### src/shared/ec_core_regs.svh
// Register offsets, field positions, reset values and codes of the core integration block
`ifndef EC_CORE_REGS_SVH
`define EC_CORE_REGS_SVH

`define REG_STATUS      8'h00
`define REG_STATE       8'h04
`define REG_EPC         8'h08
`define REG_DEPC        8'h0c
`define REG_EBASE       8'h10
`define REG_CMD         8'h14
`define REG_ARG         8'h18
`define REG_MULB        8'h1c
`define REG_HI          8'h20
`define REG_LO          8'h24
`define REG_PC          8'h28
`define REG_BRK_EN      8'h2c
`define REG_IBRK_PAGE   4'h3
`define REG_DBRK_PAGE   5'h08

`define ST_IE           0
`define ST_EXC_LEVEL    1
`define ST_ERR_LEVEL    2
`define ST_LOW_POWER    27
`define ST_IPL_LSB      10
`define ST_IPL_MSB      15

`define BOOT_ADDR       32'hbfc00000
`define DEBUG_VECTOR    32'hbfc00480
`define EBASE_RESET     32'hbfd00000
`define EXC_OFFSET      32'h00000180
`define DRAM_BASE       32'hbfd18000

`define OP_NOP          4'h0
`define OP_WAIT         4'h1
`define OP_EXC_RETURN   4'h2
`define OP_DERET        4'h3
`define OP_JUMP         4'h4
`define OP_LOAD         4'h5
`define OP_MUL          4'h6

`define EXC_INT         5'h00
`define EXC_RI          5'h0a
`define EXC_RESET       5'h1e
`define EXC_DEBUG       5'h1f

`define NUM_IBRK        4
`define NUM_DBRK        2
`define NUM_GPR         32

`endif

### src/shared/ec_core_pkg.sv
// Types shared by the core integration block
package ec_core_pkg;
    typedef enum logic [1:0] {
        ST_RUN,
        ST_SLEEP,
        ST_MUL
    } core_state_type;
endpackage

### src/logic/ec_core_sysif.sv
// Core integration block: system status outputs, memory ports, exceptions, sleep and debug
//
// Added by the designer: the register addresses and the Avalon-MM register port.
`include "ec_core_regs.svh"

module ec_core_sysif (
    input  wire logic        mclk_in,
    input  wire logic        reset_n_in,
    input  wire logic [7:0]  address_in,
    input  wire logic        read_in,
    input  wire logic        write_in,
    input  wire logic [31:0] writedata_in,
    input  wire logic [3:0]  byteenable_in,
    output logic      [31:0] readdata_out,
    output logic             waitrequest_out,
    input  wire logic        soft_reset_in,
    input  wire logic        cold_reset_input_in,
    input  wire logic        debug_probe_cmd_in,
    input  wire logic        irq_req_in,
    input  wire logic [5:0]  irq_level_in,
    input  wire logic [15:0] irq_vector_in,
    output logic             reduced_power_status_out,
    output logic             exception_level_status_out,
    output logic             error_level_status_out,
    output logic             debug_mode_indicator_out,
    output logic             sleep_out,
    output logic             ifetch_en_out,
    output logic      [31:0] ifetch_addr_out,
    output logic             ifetch_dmem_out,
    output logic             dacc_en_out,
    output logic      [31:0] dacc_addr_out,
    output logic             dacc_dmem_out
);

    ////////////////////////////////////////////////////////////////////////////
    function automatic logic is_data_mem(input logic [31:0] addr);
        is_data_mem = (addr >= `DRAM_BASE);
    endfunction

    function automatic logic [31:0] merge_be(input logic [31:0] old_v, input logic [31:0] new_v,
                                             input logic [3:0] be);
        merge_be = old_v;
        for (int i = 0; i < 4; i++) begin
            if (be[i]) begin
                merge_be[i*8 +: 8] = new_v[i*8 +: 8];
            end
        end
    endfunction

    function automatic logic op_supported(input logic [3:0] op);
        op_supported = (op <= `OP_MUL);
    endfunction

    ////////////////////////////////////////////////////////////////////////////
    // Bus slave: one wait cycle, then the access completes
    logic        wait_q;
    logic [31:0] rdata_q;
    logic [31:0] rd_d;
    logic        bus_req;
    logic        wr_en;

    assign bus_req = read_in | write_in;
    assign wr_en   = write_in & ~wait_q;

    always_ff @(posedge mclk_in or negedge reset_n_in) begin
        if (!reset_n_in) begin
            wait_q  <= 1'b1;
            rdata_q <= 32'h00000000;
        end else begin
            wait_q <= ~(bus_req & wait_q);
            if (read_in && wait_q) begin
                rdata_q <= rd_d;
            end
        end
    end

    assign waitrequest_out = wait_q;
    assign readdata_out    = rdata_q;

    ////////////////////////////////////////////////////////////////////////////
    // Pin synchronisers; the edge detector only looks at the second and third stages
    logic [1:0] soft_s_q;
    logic [1:0] cold_s_q;
    logic [2:0] dbg_s_q;

    always_ff @(posedge mclk_in or negedge reset_n_in) begin
        if (!reset_n_in) begin
            soft_s_q <= 2'h0;
            cold_s_q <= 2'h0;
            dbg_s_q  <= 3'h0;
        end else begin
            soft_s_q <= {soft_s_q[0], soft_reset_in};
            cold_s_q <= {cold_s_q[0], cold_reset_input_in};
            dbg_s_q  <= {dbg_s_q[1:0], debug_probe_cmd_in};
        end
    end

    ////////////////////////////////////////////////////////////////////////////
    // Core state
    ec_core_pkg::core_state_type state_q;
    logic [31:0] pc_q;
    logic [31:0] epc_q;
    logic [31:0] depc_q;
    logic [31:0] ebase_q;
    logic [31:0] arg_q;
    logic [31:0] mulb_q;
    logic        ie_q;
    logic        exc_level_q;
    logic        err_level_q;
    logic        low_power_q;
    logic [5:0]  ipl_q;
    logic        debug_q;
    logic        sleep_q;
    logic        mem_en_q;
    logic [4:0]  exc_q;
    logic [63:0] acc_q;
    logic        mul_phase_q;
    logic [5:0]  brk_en_q;
    logic [31:0] ibrk_q [`NUM_IBRK];
    logic [31:0] dbrk_q [`NUM_DBRK];
    logic [31:0] gpr_q  [`NUM_GPR];

    logic        reset_exc;
    logic        cmd_go;
    logic [3:0]  cmd_op;
    logic        brk_hit;
    logic        dbg_req;
    logic        int_ok;
    logic        cmd_ok;
    logic        status_wr;
    logic [`NUM_IBRK-1:0] ihit;
    logic [`NUM_DBRK-1:0] dhit;

    assign reset_exc = soft_s_q[1] | cold_s_q[1];
    assign cmd_go    = wr_en && address_in == `REG_CMD;
    assign cmd_op    = writedata_in[3:0];
    assign status_wr = wr_en && address_in == `REG_STATUS;
    // Only the external controller can interrupt; nothing here is unmaskable
    assign int_ok    = irq_req_in && ie_q && !exc_level_q && !err_level_q && !debug_q
                       && irq_level_in > ipl_q;
    assign dbg_req   = ((dbg_s_q[1] & ~dbg_s_q[2]) | brk_hit) && !debug_q;
    assign cmd_ok    = cmd_go && !reset_exc && !dbg_req && state_q == ec_core_pkg::ST_RUN;

    // Breakpoints are plain address matches taken at a command boundary
    genvar gi;
    generate
        for (gi = 0; gi < `NUM_IBRK; gi++) begin : g_ibrk
            assign ihit[gi] = brk_en_q[gi] && cmd_go && pc_q == ibrk_q[gi];
        end
        for (gi = 0; gi < `NUM_DBRK; gi++) begin : g_dbrk
            assign dhit[gi] = brk_en_q[`NUM_IBRK + gi] && cmd_go && cmd_op == `OP_LOAD
                              && arg_q == dbrk_q[gi];
        end
    endgenerate
    assign brk_hit = |ihit | |dhit;

    always_ff @(posedge mclk_in or negedge reset_n_in) begin
        if (!reset_n_in) begin
            state_q  <= ec_core_pkg::ST_RUN;
            pc_q     <= `BOOT_ADDR;
            epc_q    <= 32'h00000000;
            depc_q   <= 32'h00000000;
            ie_q        <= 1'b0;
            exc_level_q <= 1'b0;
            err_level_q <= 1'b1;
            low_power_q <= 1'b0;
            ipl_q    <= 6'h00;
            debug_q  <= 1'b0;
            sleep_q  <= 1'b0;
            mem_en_q <= 1'b0;
            exc_q    <= `EXC_RESET;
        end else begin
            mem_en_q <= 1'b1;
            sleep_q  <= 1'b0;
            // Reduced-power bit is status only; it never puts the core to sleep
            if (status_wr) begin
                ie_q        <= writedata_in[`ST_IE];
                exc_level_q <= writedata_in[`ST_EXC_LEVEL];
                err_level_q <= writedata_in[`ST_ERR_LEVEL];
                low_power_q <= writedata_in[`ST_LOW_POWER];
                ipl_q <= writedata_in[`ST_IPL_MSB:`ST_IPL_LSB];
            end
            // Hardware events below override a same-cycle software write
            if (reset_exc) begin
                epc_q   <= pc_q;
                pc_q    <= `BOOT_ADDR;
                err_level_q <= 1'b1;
                ie_q        <= 1'b0;
                low_power_q <= 1'b0;
                debug_q <= 1'b0;
                state_q <= ec_core_pkg::ST_RUN;
                exc_q   <= `EXC_RESET;
            end else if (dbg_req) begin
                depc_q  <= pc_q;
                pc_q    <= `DEBUG_VECTOR;
                debug_q <= 1'b1;
                state_q <= ec_core_pkg::ST_RUN;
                exc_q   <= `EXC_DEBUG;
            end else if (state_q == ec_core_pkg::ST_SLEEP) begin
                if (irq_req_in) begin
                    state_q <= ec_core_pkg::ST_RUN;
                    if (int_ok) begin
                        epc_q       <= pc_q + 32'h4;
                        exc_level_q <= 1'b1;
                        ipl_q <= irq_level_in;
                        pc_q  <= ebase_q + {16'h0000, irq_vector_in};
                        exc_q <= `EXC_INT;
                    end else begin
                        pc_q <= pc_q + 32'h4;
                    end
                end else begin
                    mem_en_q <= 1'b0;
                    sleep_q  <= 1'b1;
                end
            end else if (state_q == ec_core_pkg::ST_MUL) begin
                state_q <= ec_core_pkg::ST_RUN;
                pc_q    <= pc_q + 32'h4;
            end else if (cmd_ok) begin
                if (!op_supported(cmd_op) || (cmd_op == `OP_DERET && !debug_q)) begin
                    epc_q       <= pc_q;
                    exc_level_q <= 1'b1;
                    pc_q  <= ebase_q + `EXC_OFFSET;
                    exc_q <= `EXC_RI;
                end else begin
                    unique case (cmd_op)
                        `OP_WAIT: begin
                            state_q  <= ec_core_pkg::ST_SLEEP;
                            sleep_q  <= 1'b1;
                            mem_en_q <= 1'b0;
                        end
                        `OP_EXC_RETURN: begin
                            pc_q <= epc_q;
                            if (err_level_q) begin
                                err_level_q <= 1'b0;
                            end else begin
                                exc_level_q <= 1'b0;
                            end
                        end
                        `OP_DERET: begin
                            pc_q    <= depc_q;
                            debug_q <= 1'b0;
                        end
                        `OP_JUMP: begin
                            pc_q <= arg_q;
                        end
                        `OP_MUL: begin
                            state_q <= ec_core_pkg::ST_MUL;
                        end
                        default: begin
                            pc_q <= pc_q + 32'h4;
                        end
                    endcase
                end
            end else if (int_ok && state_q == ec_core_pkg::ST_RUN) begin
                epc_q       <= pc_q;
                exc_level_q <= 1'b1;
                ipl_q <= irq_level_in;
                pc_q  <= ebase_q + {16'h0000, irq_vector_in};
                exc_q <= `EXC_INT;
            end
        end
    end

    ////////////////////////////////////////////////////////////////////////////
    // Software-written configuration and operands
    always_ff @(posedge mclk_in or negedge reset_n_in) begin
        if (!reset_n_in) begin
            ebase_q  <= `EBASE_RESET;
            arg_q    <= 32'h00000000;
            mulb_q   <= 32'h00000000;
            brk_en_q <= 6'h00;
        end else if (wr_en) begin
            if (address_in == `REG_EBASE) begin
                ebase_q <= merge_be(ebase_q, writedata_in, byteenable_in);
            end
            if (address_in == `REG_ARG) begin
                arg_q <= merge_be(arg_q, writedata_in, byteenable_in);
            end
            if (address_in == `REG_MULB) begin
                mulb_q <= merge_be(mulb_q, writedata_in, byteenable_in);
            end
            if (address_in == `REG_BRK_EN) begin
                brk_en_q <= writedata_in[5:0];
            end
        end
    end

    always_ff @(posedge mclk_in) begin
        if (wr_en && address_in[7:4] == `REG_IBRK_PAGE) begin
            ibrk_q[address_in[3:2]] <= merge_be(ibrk_q[address_in[3:2]], writedata_in, byteenable_in);
        end
        if (wr_en && address_in[7:3] == `REG_DBRK_PAGE) begin
            dbrk_q[address_in[2]] <= merge_be(dbrk_q[address_in[2]], writedata_in, byteenable_in);
        end
        // Single register set; entry zero is never stored
        if (wr_en && address_in[7] && address_in[6:2] != 5'h00) begin
            gpr_q[address_in[6:2]] <= merge_be(gpr_q[address_in[6:2]], writedata_in, byteenable_in);
        end
    end

    ////////////////////////////////////////////////////////////////////////////
    // 32x16 array: a full 32x32 product takes two passes
    logic [47:0] part_d;

    assign part_d = arg_q * (mul_phase_q ? mulb_q[31:16] : mulb_q[15:0]);

    always_ff @(posedge mclk_in or negedge reset_n_in) begin
        if (!reset_n_in) begin
            acc_q       <= 64'h0000000000000000;
            mul_phase_q <= 1'b0;
        end else if (cmd_ok && cmd_op == `OP_MUL) begin
            acc_q       <= {16'h0000, part_d};
            mul_phase_q <= 1'b1;
        end else if (mul_phase_q) begin
            acc_q       <= acc_q + {part_d, 16'h0000};
            mul_phase_q <= 1'b0;
        end
    end

    ////////////////////////////////////////////////////////////////////////////
    // Memory ports; the fetch enable follows the core one cycle late, the data enable is registered on the same edge as the load
    logic        if_en_q;
    logic [31:0] if_addr_q;
    logic        if_dmem_q;
    logic        da_en_q;
    logic [31:0] da_addr_q;
    logic        da_dmem_q;

    always_ff @(posedge mclk_in or negedge reset_n_in) begin
        if (!reset_n_in) begin
            if_en_q   <= 1'b0;
            if_addr_q <= `BOOT_ADDR;
            if_dmem_q <= 1'b0;
            da_en_q   <= 1'b0;
            da_addr_q <= 32'h00000000;
            da_dmem_q <= 1'b0;
        end else begin
            if_en_q   <= mem_en_q;
            if_addr_q <= pc_q;
            if_dmem_q <= is_data_mem(pc_q);
            da_en_q   <= cmd_ok && cmd_op == `OP_LOAD;
            if (cmd_ok && cmd_op == `OP_LOAD) begin
                da_addr_q <= arg_q;
                da_dmem_q <= is_data_mem(arg_q);
            end
        end
    end

    assign ifetch_en_out   = if_en_q;
    assign ifetch_addr_out = if_addr_q;
    assign ifetch_dmem_out = if_dmem_q;
    assign dacc_en_out     = da_en_q;
    assign dacc_addr_out   = da_addr_q;
    assign dacc_dmem_out   = da_dmem_q;

    assign reduced_power_status_out   = low_power_q;
    assign exception_level_status_out = exc_level_q;
    assign error_level_status_out     = err_level_q;
    assign debug_mode_indicator_out   = debug_q;
    assign sleep_out                  = sleep_q;

    ////////////////////////////////////////////////////////////////////////////
    always_comb begin
        rd_d = 32'h00000000;
        if (address_in[7]) begin
            rd_d = (address_in[6:2] == 5'h00) ? 32'h00000000 : gpr_q[address_in[6:2]];
        end else if (address_in[7:4] == `REG_IBRK_PAGE) begin
            rd_d = ibrk_q[address_in[3:2]];
        end else if (address_in[7:3] == `REG_DBRK_PAGE) begin
            rd_d = dbrk_q[address_in[2]];
        end else begin
            unique case (address_in)
                `REG_STATUS: begin
                    rd_d[`ST_IE]                  = ie_q;
                    rd_d[`ST_EXC_LEVEL]           = exc_level_q;
                    rd_d[`ST_ERR_LEVEL]           = err_level_q;
                    rd_d[`ST_LOW_POWER]           = low_power_q;
                    rd_d[`ST_IPL_MSB:`ST_IPL_LSB] = ipl_q;
                end
                `REG_STATE:  rd_d = {16'h0000, irq_level_in, 3'h0, exc_q, debug_q, sleep_q};
                `REG_EPC:    rd_d = epc_q;
                `REG_DEPC:   rd_d = depc_q;
                `REG_EBASE:  rd_d = ebase_q;
                `REG_CMD:    rd_d = {31'h00000000, state_q != ec_core_pkg::ST_RUN};
                `REG_ARG:    rd_d = arg_q;
                `REG_MULB:   rd_d = mulb_q;
                `REG_HI:     rd_d = acc_q[63:32];
                `REG_LO:     rd_d = acc_q[31:0];
                `REG_PC:     rd_d = pc_q;
                `REG_BRK_EN: rd_d = {26'h0000000, brk_en_q};
                default:     rd_d = 32'h00000000;
            endcase
        end
    end

    ////////////////////////////////////////////////////////////////////////////
    low_power_write_a: assert property (@(posedge mclk_in) disable iff (!reset_n_in)
        status_wr && !reset_exc |=> reduced_power_status_out == $past(writedata_in[`ST_LOW_POWER]))
        else $error("reduced-power output does not follow status write");

    ri_sets_level_a: assert property (@(posedge mclk_in) disable iff (!reset_n_in)
        cmd_ok && !op_supported(cmd_op) |=> exception_level_status_out && pc_q == ebase_q + `EXC_OFFSET)
        else $error("unsupported op did not raise exception level");

    reset_exc_a: assert property (@(posedge mclk_in) disable iff (!reset_n_in)
        reset_exc |=> error_level_status_out && pc_q == `BOOT_ADDR && !debug_mode_indicator_out)
        else $error("reset exception not taken");

    debug_entry_a: assert property (@(posedge mclk_in) disable iff (!reset_n_in)
        dbg_req && !reset_exc |=> debug_mode_indicator_out && depc_q == $past(pc_q))
        else $error("debug exception not taken");

    sleep_frozen_a: assert property (@(posedge mclk_in) disable iff (!reset_n_in)
        sleep_q && !irq_req_in && !reset_exc && !dbg_req |=> $stable(pc_q) ##1 !ifetch_en_out)
        else $error("core changed state or memories enabled while asleep");

    wait_entry_a: assert property (@(posedge mclk_in) disable iff (!reset_n_in)
        cmd_ok && cmd_op == `OP_WAIT |=> sleep_out ##1 !ifetch_en_out)
        else $error("wait did not enter sleep");

    exc_before_int_a: assert property (@(posedge mclk_in) disable iff (!reset_n_in)
        cmd_ok && int_ok && cmd_op == `OP_NOP |=> pc_q == $past(pc_q) + 32'h4 && $stable(ipl_q))
        else $error("interrupt taken ahead of instruction");

    mul_result_a: assert property (@(posedge mclk_in) disable iff (!reset_n_in)
        cmd_ok && cmd_op == `OP_MUL && !status_wr |-> ##2 acc_q == 64'(arg_q) * 64'(mulb_q))
        else $error("two-pass product wrong");

    load_port_a: assert property (@(posedge mclk_in) disable iff (!reset_n_in)
        cmd_ok && cmd_op == `OP_LOAD |=> dacc_en_out && dacc_addr_out == $past(arg_q))
        else $error("data port not driven by load");

endmodule

### config.mk
export PLATFORM = sky130hd
export DESIGN_NAME = ec_core_sysif
export DESIGN_NICKNAME = d
export VERILOG_FILES = /design/src/shared/ec_core_pkg.sv /design/src/logic/ec_core_sysif.sv
export VERILOG_INCLUDE_DIRS = /design/src /design/src/shared
export SDC_FILE = /design/constraint.sdc
export NUM_CORES = 2
export LEC_CHECK = 0
export ABC_AREA = 1
export BUFFER_PORTS_ARGS = -buffer_cell sky130_fd_sc_hd__buf_4
export CORE_ASPECT_RATIO = 0.7
export CORE_UTILIZATION = 40
export DETAILED_ROUTE_END_ITERATION = 16
export HOLD_SLACK_MARGIN = 0.1
export PLACE_DENSITY = 0.51
export SKIP_LAST_GASP = 1
export SLEW_MARGIN = 30
export SYNTH_ARGS = -nofsm -noshare
export SYNTH_HDL_FRONTEND = slang
export SYNTH_SLANG_ARGS = --single-unit
### constraint.sdc
create_clock -name mclk_in -period 10 [get_ports mclk_in]
set_input_delay 1 -clock mclk_in [delete_from_list [all_inputs] [get_ports mclk_in]]
set_output_delay 1 -clock mclk_in [all_outputs]
set_load 0.01 [all_outputs]
# Word-level counts from Yosys, hierarchy flattened

Memories as Yosys holds them, arrays and structs flattened.
Cells that the tools add are included.

Bits in registers: 391
Memory bits (writable): 1216
Output and inout port bits: 106
Logic and storage cells: 317
Memories kept: 3

Add/sub/neg operators: 4
Multipliers: 1
$lt $le $gt $ge: 4
Eq/ne operators: 41
Muxes and demuxes: 137
Bitwise gates (word level): 11
Reductions and logical operators: 77

Memory list:

| memory | words | bits a word | rd ports | clocked after Yosys merged registers in | wr ports | RTL line             | text |
|---|---|---|---|---|---|---|---|
| gpr_q  | 32    | 32          | 1        | 0                                       | 1        | ec_core_sysif.sv:121 | `` logic [31:0] gpr_q [`NUM_GPR]; `` |
| ibrk_q | 4     | 32          | 5        | 0                                       | 1        | ec_core_sysif.sv:119 | `` logic [31:0] ibrk_q [`NUM_IBRK]; `` |
| dbrk_q | 2     | 32          | 3        | 0                                       | 1        | ec_core_sysif.sv:120 | `` logic [31:0] dbrk_q [`NUM_DBRK]; `` |

Operators by type and width:

| cell                  | number |
|---|---|
| $mux 32               | 22 |
| $eq 32x32->1          | 6 |
| $mux 8                | 24 |
| $mux 64               | 2 |
| $pmux 32 s4           | 1 |
| $pmux 11 s8           | 1 |
| $pmux 7 s10           | 1 |
| $add 64x64->64        | 1 |
| $ge 32x32->1 const B  | 2 |
| $pmux 6 s10           | 1 |
| $mux 1                | 55 |
| $mux 6                | 9 |
| $mul 32x16->48        | 1 |
| $mux 5                | 9 |
| $reduce_and 3->1      | 13 |
| $pmux 3 s12           | 1 |
| $logic_and 1x1->1     | 34 |
| $add 32x16->32        | 1 |
| $add 32x3->32 const B | 1 |
| $add 32x9->32 const B | 1 |
| $eq 8x5->1 const B    | 4 |
| $eq 8x6->1 const B    | 4 |
| $pmux 4 s8            | 1 |
| $ne 3x3->1 const B    | 6 |
| other kinds (39)      | 74 |

# Logic depth before layout (Yosys ltp)

Depth after elaboration: 18
Depth in mapped cells: 44
Gate-level depth less buffers: 42

# Least setup slack after synthesis

No wires, ideal clock.

Path kind: register to register
From: register mul_phase_q
To: register acc_q[59]
Library setup time: 0.129 ns
Data arrival time: 7.644 ns
Required time: 9.871 ns
Path slack: 2.227 ns
Stages on the path, launching flop included: 42
Period minus slack after synthesis: 7.773 ns
Path through: dfrtp_1 inv_1 clkbuf_1 o21ai_1 inv_1 clkbuf_1 nand2_1 fa_1 inv_1 fa_1 inv_1 fa_1 inv_1 fa_1 fa_1 inv_1 fa_1 inv_1 [... 6 more ...] nand2_1 nand2_1 nand2_1 a21boi_0 xor2_1 inv_1 ha_1 nand2_1 nor2_1 inv_1 nor4_1 nand3_1 nand3_1 nand3_1 nand2_1 a21oi_1 o21ai_0 o21ai_0

Cells in the longest elaborated chain, start to end: 5
Elaborated cells between the ends (all ways): 6
Those cells by class: add/sub (1); mul (1); mux (3); reduce/logical (1)

RTL lines:

| element                | RTL line             | text |
|---|---|---|
| start, declared        | ec_core_sysif.sv:117 | `logic mul_phase_q;` |
| start signal, assigned | ec_core_sysif.sv:310 | `mul_phase_q <= 1'b0;` |
| start signal, assigned | ec_core_sysif.sv:313 | `mul_phase_q <= 1'b1;` |
| start signal, assigned | ec_core_sysif.sv:316 | `mul_phase_q <= 1'b0;` |
| $mux 16                | ec_core_sysif.sv:305 | `assign part_d = arg_q * (mul_phase_q ? mulb_q[31:16] : mulb_q[15:0]);` |
| $mul 32x16->48         | ec_core_sysif.sv:305 |  |
| $add 64x64->64         | ec_core_sysif.sv:315 | `acc_q <= acc_q + {part_d, 16'h0000};` |
| $mux 64                | ec_core_sysif.sv:314 | `end else if (mul_phase_q) begin` |
| $mux 64                | ec_core_sysif.sv:311 | `` end else if (cmd_ok && cmd_op == `OP_MUL) begin `` |
| end signal, assigned   | ec_core_sysif.sv:312 | `acc_q <= {16'h0000, part_d};` |
| end signal, assigned   | ec_core_sysif.sv:315 |  |
| end, declared          | ec_core_sysif.sv:116 | `logic [63:0] acc_q;` |

Several ways; a longest one is shown, not always the timed one. The select of a mux whose other input is x is not followed.
A chain may end at the register's enable or synchronous reset.

# Final worst setup path

From: register mul_phase_q
To: register acc_q[58]

The elaborated chain is that of the path after synthesis.

==> impl.org <==
** Setup path
- For this run, the slowest stage of the critical path takes 0.73 ns.
- Critical Path Start Type :: flip-flop
- Critical path endpoint category :: flip-flop
- Crit-path leading delay family :: adder cells
- Data on the critical path arrives at its endpoint at 10.37 ns.
- Peak fanout along the critical path :: 23
- Req. time, crit path :: 10.69 ns
- For this design, the slowest cell found on the critical path is sky130_fd_sc_hd__inv_1.
- Number of buffers and inverters on the critical path :: 9
- The critical path in this run is classified as flip-flop to flip-flop.
- Most used cell along the critical path :: sky130_fd_sc_hd__inv_1

** Clocking
- Clock sink count :: 1605
- Buffers inserted during post-CTS setup optimization :: 0
- Clock tree synthesis selected as its root buffer the cell sky130_fd_sc_hd__clkbuf_16.
- CTS buffer count :: 171
- The later pin in the worst-skew pair is clocked with a latency of 0.86 ns.
- Clock-pin slew on the worst setup and hold paths :: 0.07 ns
- Count of hold-fix buffers inserted at cts :: 0
- In this run the deepest clock path goes through 4 buffers.
- In this run the number of H-tree levels came out at 4.
- Clock tree from TritonCTS :: yes

** STA
- Number of max-slew violations in the final report :: 0
- Setup repair after global routing missed its margin :: false
- Minimum clock period :: 9.67 ns
- Final Hold Vio Count :: 0
- Of the available clock period, the critical path in the final layout requires 0.967.
- Fmax achieved :: 103 MHz
- Setup violations remaining at the end of the flow were counted as 0.
- Total negative slack :: 0 ns
- The tightest hold path in the finished design has a slack of 0.190 ns.
- In this run the tightest slew margin relative to its limit is 0.188.
- Maximum clock skew at final layout :: 0.108 ns
- For the pin with the worst max-slew slack, the measured transition is 1.22 ns.

** Yosys
- Commonest register cell after synthesis :: sky130_fd_sc_hd__edfxtp_1
- Count of yosys warnings during synthesis :: 0
- The synthesized netlist contains 68 unique library cells.
- Cell taking the most area after synthesis :: sky130_fd_sc_hd__edfxtp_1
- Proportion of synthesized flip-flops having asynchronous set or reset :: 0.242
- Synthesized area divided by synthesized cell count :: 10.1 um2
- Ranked by total cell area, the synthesized netlist is headed by sky130_fd_sc_hd__edfxtp_1 (41%), sky130_fd_sc_hd__dfrtp_1 (10%), sky130_fd_sc_hd__fa_1 (9.5%).
- Share of the synthesized area in the top cell type :: 0.412
- Seq cells post-synth :: 1605
- The synthesized design contains 1216 enable-type register cells.
- Counting every instance in the synthesized netlist gives 8804.
- The cell area that synthesis handed to floorplanning was 88700 um2.
- Share of the yosys chip area belonging to registers :: 0.522

** Floorplanning
- The total area inside the core boundary comes to 220000 um2.
- Die extent in y :: 396 um
- The die covers 224000 um2.
- Measured along the x axis, the die boundary spans 565 um.
- Pin placement for this block handled 180 I/O pins.
- The initial utilization of the core area, before any placement, comes to 0.403.
- Row generation in the floorplan step produced 144 rows.

** Placed design
- The congestion estimate from routability-driven global placement came to 1.06.
- Port buffering added 179 buffers.
- Standard cell area after detailed placement :: 94300 um2
- After legalization and detailed placement, the total HPWL measured 294000 um.
- Including well taps, the total number of placed cells is 11700.

** Global routing
- Pin count of the biggest net entering global routing :: 134
- For this run, the total global-route usage over all layers was measured as 0.359.
- Via count of the first global-routing pass :: 68100
- The first global-routing pass estimated 558000 um of wire.
- The initial antenna violation count was 38.
- For this run the aggregate overflow at the end of global routing stands at 0.

** Layout
- Area added between synthesis and finish :: 12.5%
- The finished layout holds 12100 standard cells, fillers aside.
- Fraction of layout cells with a size suffix above 1 :: 0.0980
- Summed area of non-filler cells in the final layout :: 99800 um2
- Net count, final :: 9691

** Detailed routing
- Vias per cell :: 6.08
- In this run the remaining antenna-violating nets after routing total 0.
- Routed WL :: 407000 um
- The first detailed-routing pass took 6 iterations.
- In the final routed layout, each cell accounts on average for 33.7 um.
- Vias post-DR :: 73300
- For this run, design rule violations remaining after detail routing come to 0.
- The detailed router finished its first iteration with 11300 violations.

** Pwr
- VDD sags by at most 0.000124 V.
- Power spread over the standard cell area amounts to 155 nW/um2.
- Leakage power :: 39.3 nW

** Worst hold path
- In this run the worst hold path is classified as input pin to asynchronous set/reset pin.

** Run status
- Outcome :: completed

** Run
- Max Cap Viol :: 0
-- metal layers --
| layer | GRT usage | part of all wire |
|---|---|---|
| met1 | 0.550 | 0.45 |
| met2 | 0.468 | 0.39 |
| met3 | 0.109 | 0.12 |
| met4 | 0.134 | 0.042 |
| met5 | 0 | 0.00037 |
-- layout make-up --
class / count / area [um2]
Antenna cell: 19 / 47.5
Clock buffer: 230 / 4690
Clock inverter: 76 / 631
Fill cell: 21200 / 120000
Inverter: 1078 / 4070
Multi-Input combinational cell: 5720 / 37100
Sequential cell: 1605 / 46300
Tap cell: 2920 / 3650
Timing Repair Buffer: 425 / 3290
-- flip-flops by register name (all words and copies together), names as in the netlist, 64 cells and up --
| name | flops |
|---|---|
| dbrk_q | 64 |
| acc_q | 64 |
| ibrk_q | 128 |
| gpr_q | 1024 |
-- report_power, final --
part	total (mW)	leakage, nW	internal [mW]	switching, mW
clock	6.29	2.60	3.48	2.81
sequential	7.58	16.1	7.40	0.175
combinational	1.58	20.7	0.370	1.21
-- cell usage in the layout, fill, tap and decap left out, types with 10 or more instances in the layout --
| cell | count |
|---|---|
| sky130_fd_sc_hd__o21ai_0 | 522 |
| sky130_fd_sc_hd__inv_1 | 1013 |
| sky130_fd_sc_hd__nor3_1 | 71 |
| sky130_fd_sc_hd__diode_2 | 19 |
| sky130_fd_sc_hd__o22ai_1 | 117 |
| sky130_fd_sc_hd__nor4_1 | 55 |
| sky130_fd_sc_hd__a221oi_1 | 98 |
| sky130_fd_sc_hd__clkinv_1 | 43 |
| sky130_fd_sc_hd__o21a_1 | 17 |
| sky130_fd_sc_hd__clkinv_2 | 27 |
| sky130_fd_sc_hd__or2_2 | 11 |
| sky130_fd_sc_hd__o21ai_1 | 29 |
| sky130_fd_sc_hd__a21oi_1 | 448 |
| sky130_fd_sc_hd__fa_1 | 420 |
| sky130_fd_sc_hd__o221ai_1 | 23 |
| sky130_fd_sc_hd__clkbuf_16 | 174 |
| sky130_fd_sc_hd__clkbuf_8 | 13 |
| sky130_fd_sc_hd__dfstp_2 | 32 |
| sky130_fd_sc_hd__nand4_1 | 52 |
| sky130_fd_sc_hd__ha_1 | 196 |
| sky130_fd_sc_hd__nand2_2 | 34 |
| sky130_fd_sc_hd__nor2_1 | 634 |
| sky130_fd_sc_hd__o211ai_1 | 48 |
| sky130_fd_sc_hd__nand3_1 | 151 |
| sky130_fd_sc_hd__inv_2 | 42 |
| sky130_fd_sc_hd__dfrtp_1 | 352 |
| sky130_fd_sc_hd__a22oi_1 | 484 |
| sky130_fd_sc_hd__o2111ai_1 | 24 |
| sky130_fd_sc_hd__xnor2_1 | 76 |
| sky130_fd_sc_hd__clkbuf_1 | 43 |
| sky130_fd_sc_hd__xor2_1 | 96 |
| sky130_fd_sc_hd__conb_1 | 32 |
| sky130_fd_sc_hd__nor2_4 | 45 |
| sky130_fd_sc_hd__nand2_1 | 1834 |
| sky130_fd_sc_hd__a22o_1 | 19 |
| sky130_fd_sc_hd__edfxtp_1 | 1216 |
| sky130_fd_sc_hd__a21boi_0 | 10 |
| sky130_fd_sc_hd__o21ai_2 | 28 |
| sky130_fd_sc_hd__buf_4 | 410 |
| sky130_fd_sc_hd__a31oi_1 | 68 |
-- per-stage QoR --
stage | setup WS, ns | utilization | power, mW
floorplan | 2.23 | - | 8.38
global placement | 0.532 | 0.428 | 9.22
detailed placement | 0.495 | 0.428 | 9.23
CTS | 0.448 | 0.452 | 15.4
global route | 0.00159 | 0.453 | 15.8
finish | 0.326 | 0.453 | 15.5
-- worst reg2reg max path, delay by kind of cell (launching register included) --
family / cells / cell delay (ns)
AO/OA/AOI/OAI: 5 / 1.42
XOR/XNOR: 1 / 0.37
adder cells (fa/ha/maj): 8 / 3.88
buffers and inverters: 9 / 1.97
flip-flops: 1 / 0.37
AND/OR/NAND/NOR: 9 / 1.55
-- kinds of logic after synthesis --
kind of cell,share of synthesized area
xor gates and xnor gates,0.0170
AOI/OAI and AO/OA,0.140
and+or+nand+nor,0.133
buffers and inverters,0.0661
DFF,0.522
muxes,0.000339
adders and majority gates,0.122
other,0.0000423
-- cells in the mapped netlist, drive strengths merged (24+ instances only) --
library cell,number
a21oi,450
a221oi,99
a22oi,484
a31oi,68
buf,119
clkbuf,313
dfrtp,357
dfstp,32
edfxtp,1216
fa,420
ha,196
inv,1061
nand2,1872
nand3,154
nand4,52
nor2,687
nor3,75
nor4,59
o2111ai,24
o211ai,48
o21ai,580
o221ai,24
o22ai,117
xnor2,76
xor2,96
-- what timing repair did --
action                                  CTS  global route
endpoints found under the hold margin     0             0
resized for setup                         0             2
endpoints found under the setup margin    0             5
-- worst paths after layout --
path                                     start                to  slack (ns)  cells after the start
hold reg to reg                    cold_s_q[0]       cold_s_q[1]        0.35                      0
setup reg to reg                   mul_phase_q         acc_q[58]        0.33                     32
max in group asynchronous           reset_n_in  readdata_out[28]        8.24                      2
min in group mclk_in       cold_reset_input_in       cold_s_q[0]        0.29                      1
setup / recovery                   mul_phase_q         acc_q[58]        0.33                     32
hold / removal                      reset_n_in          pc_q[10]        0.19                      1
No activity file was read; power rests on OpenSTA's default activity.
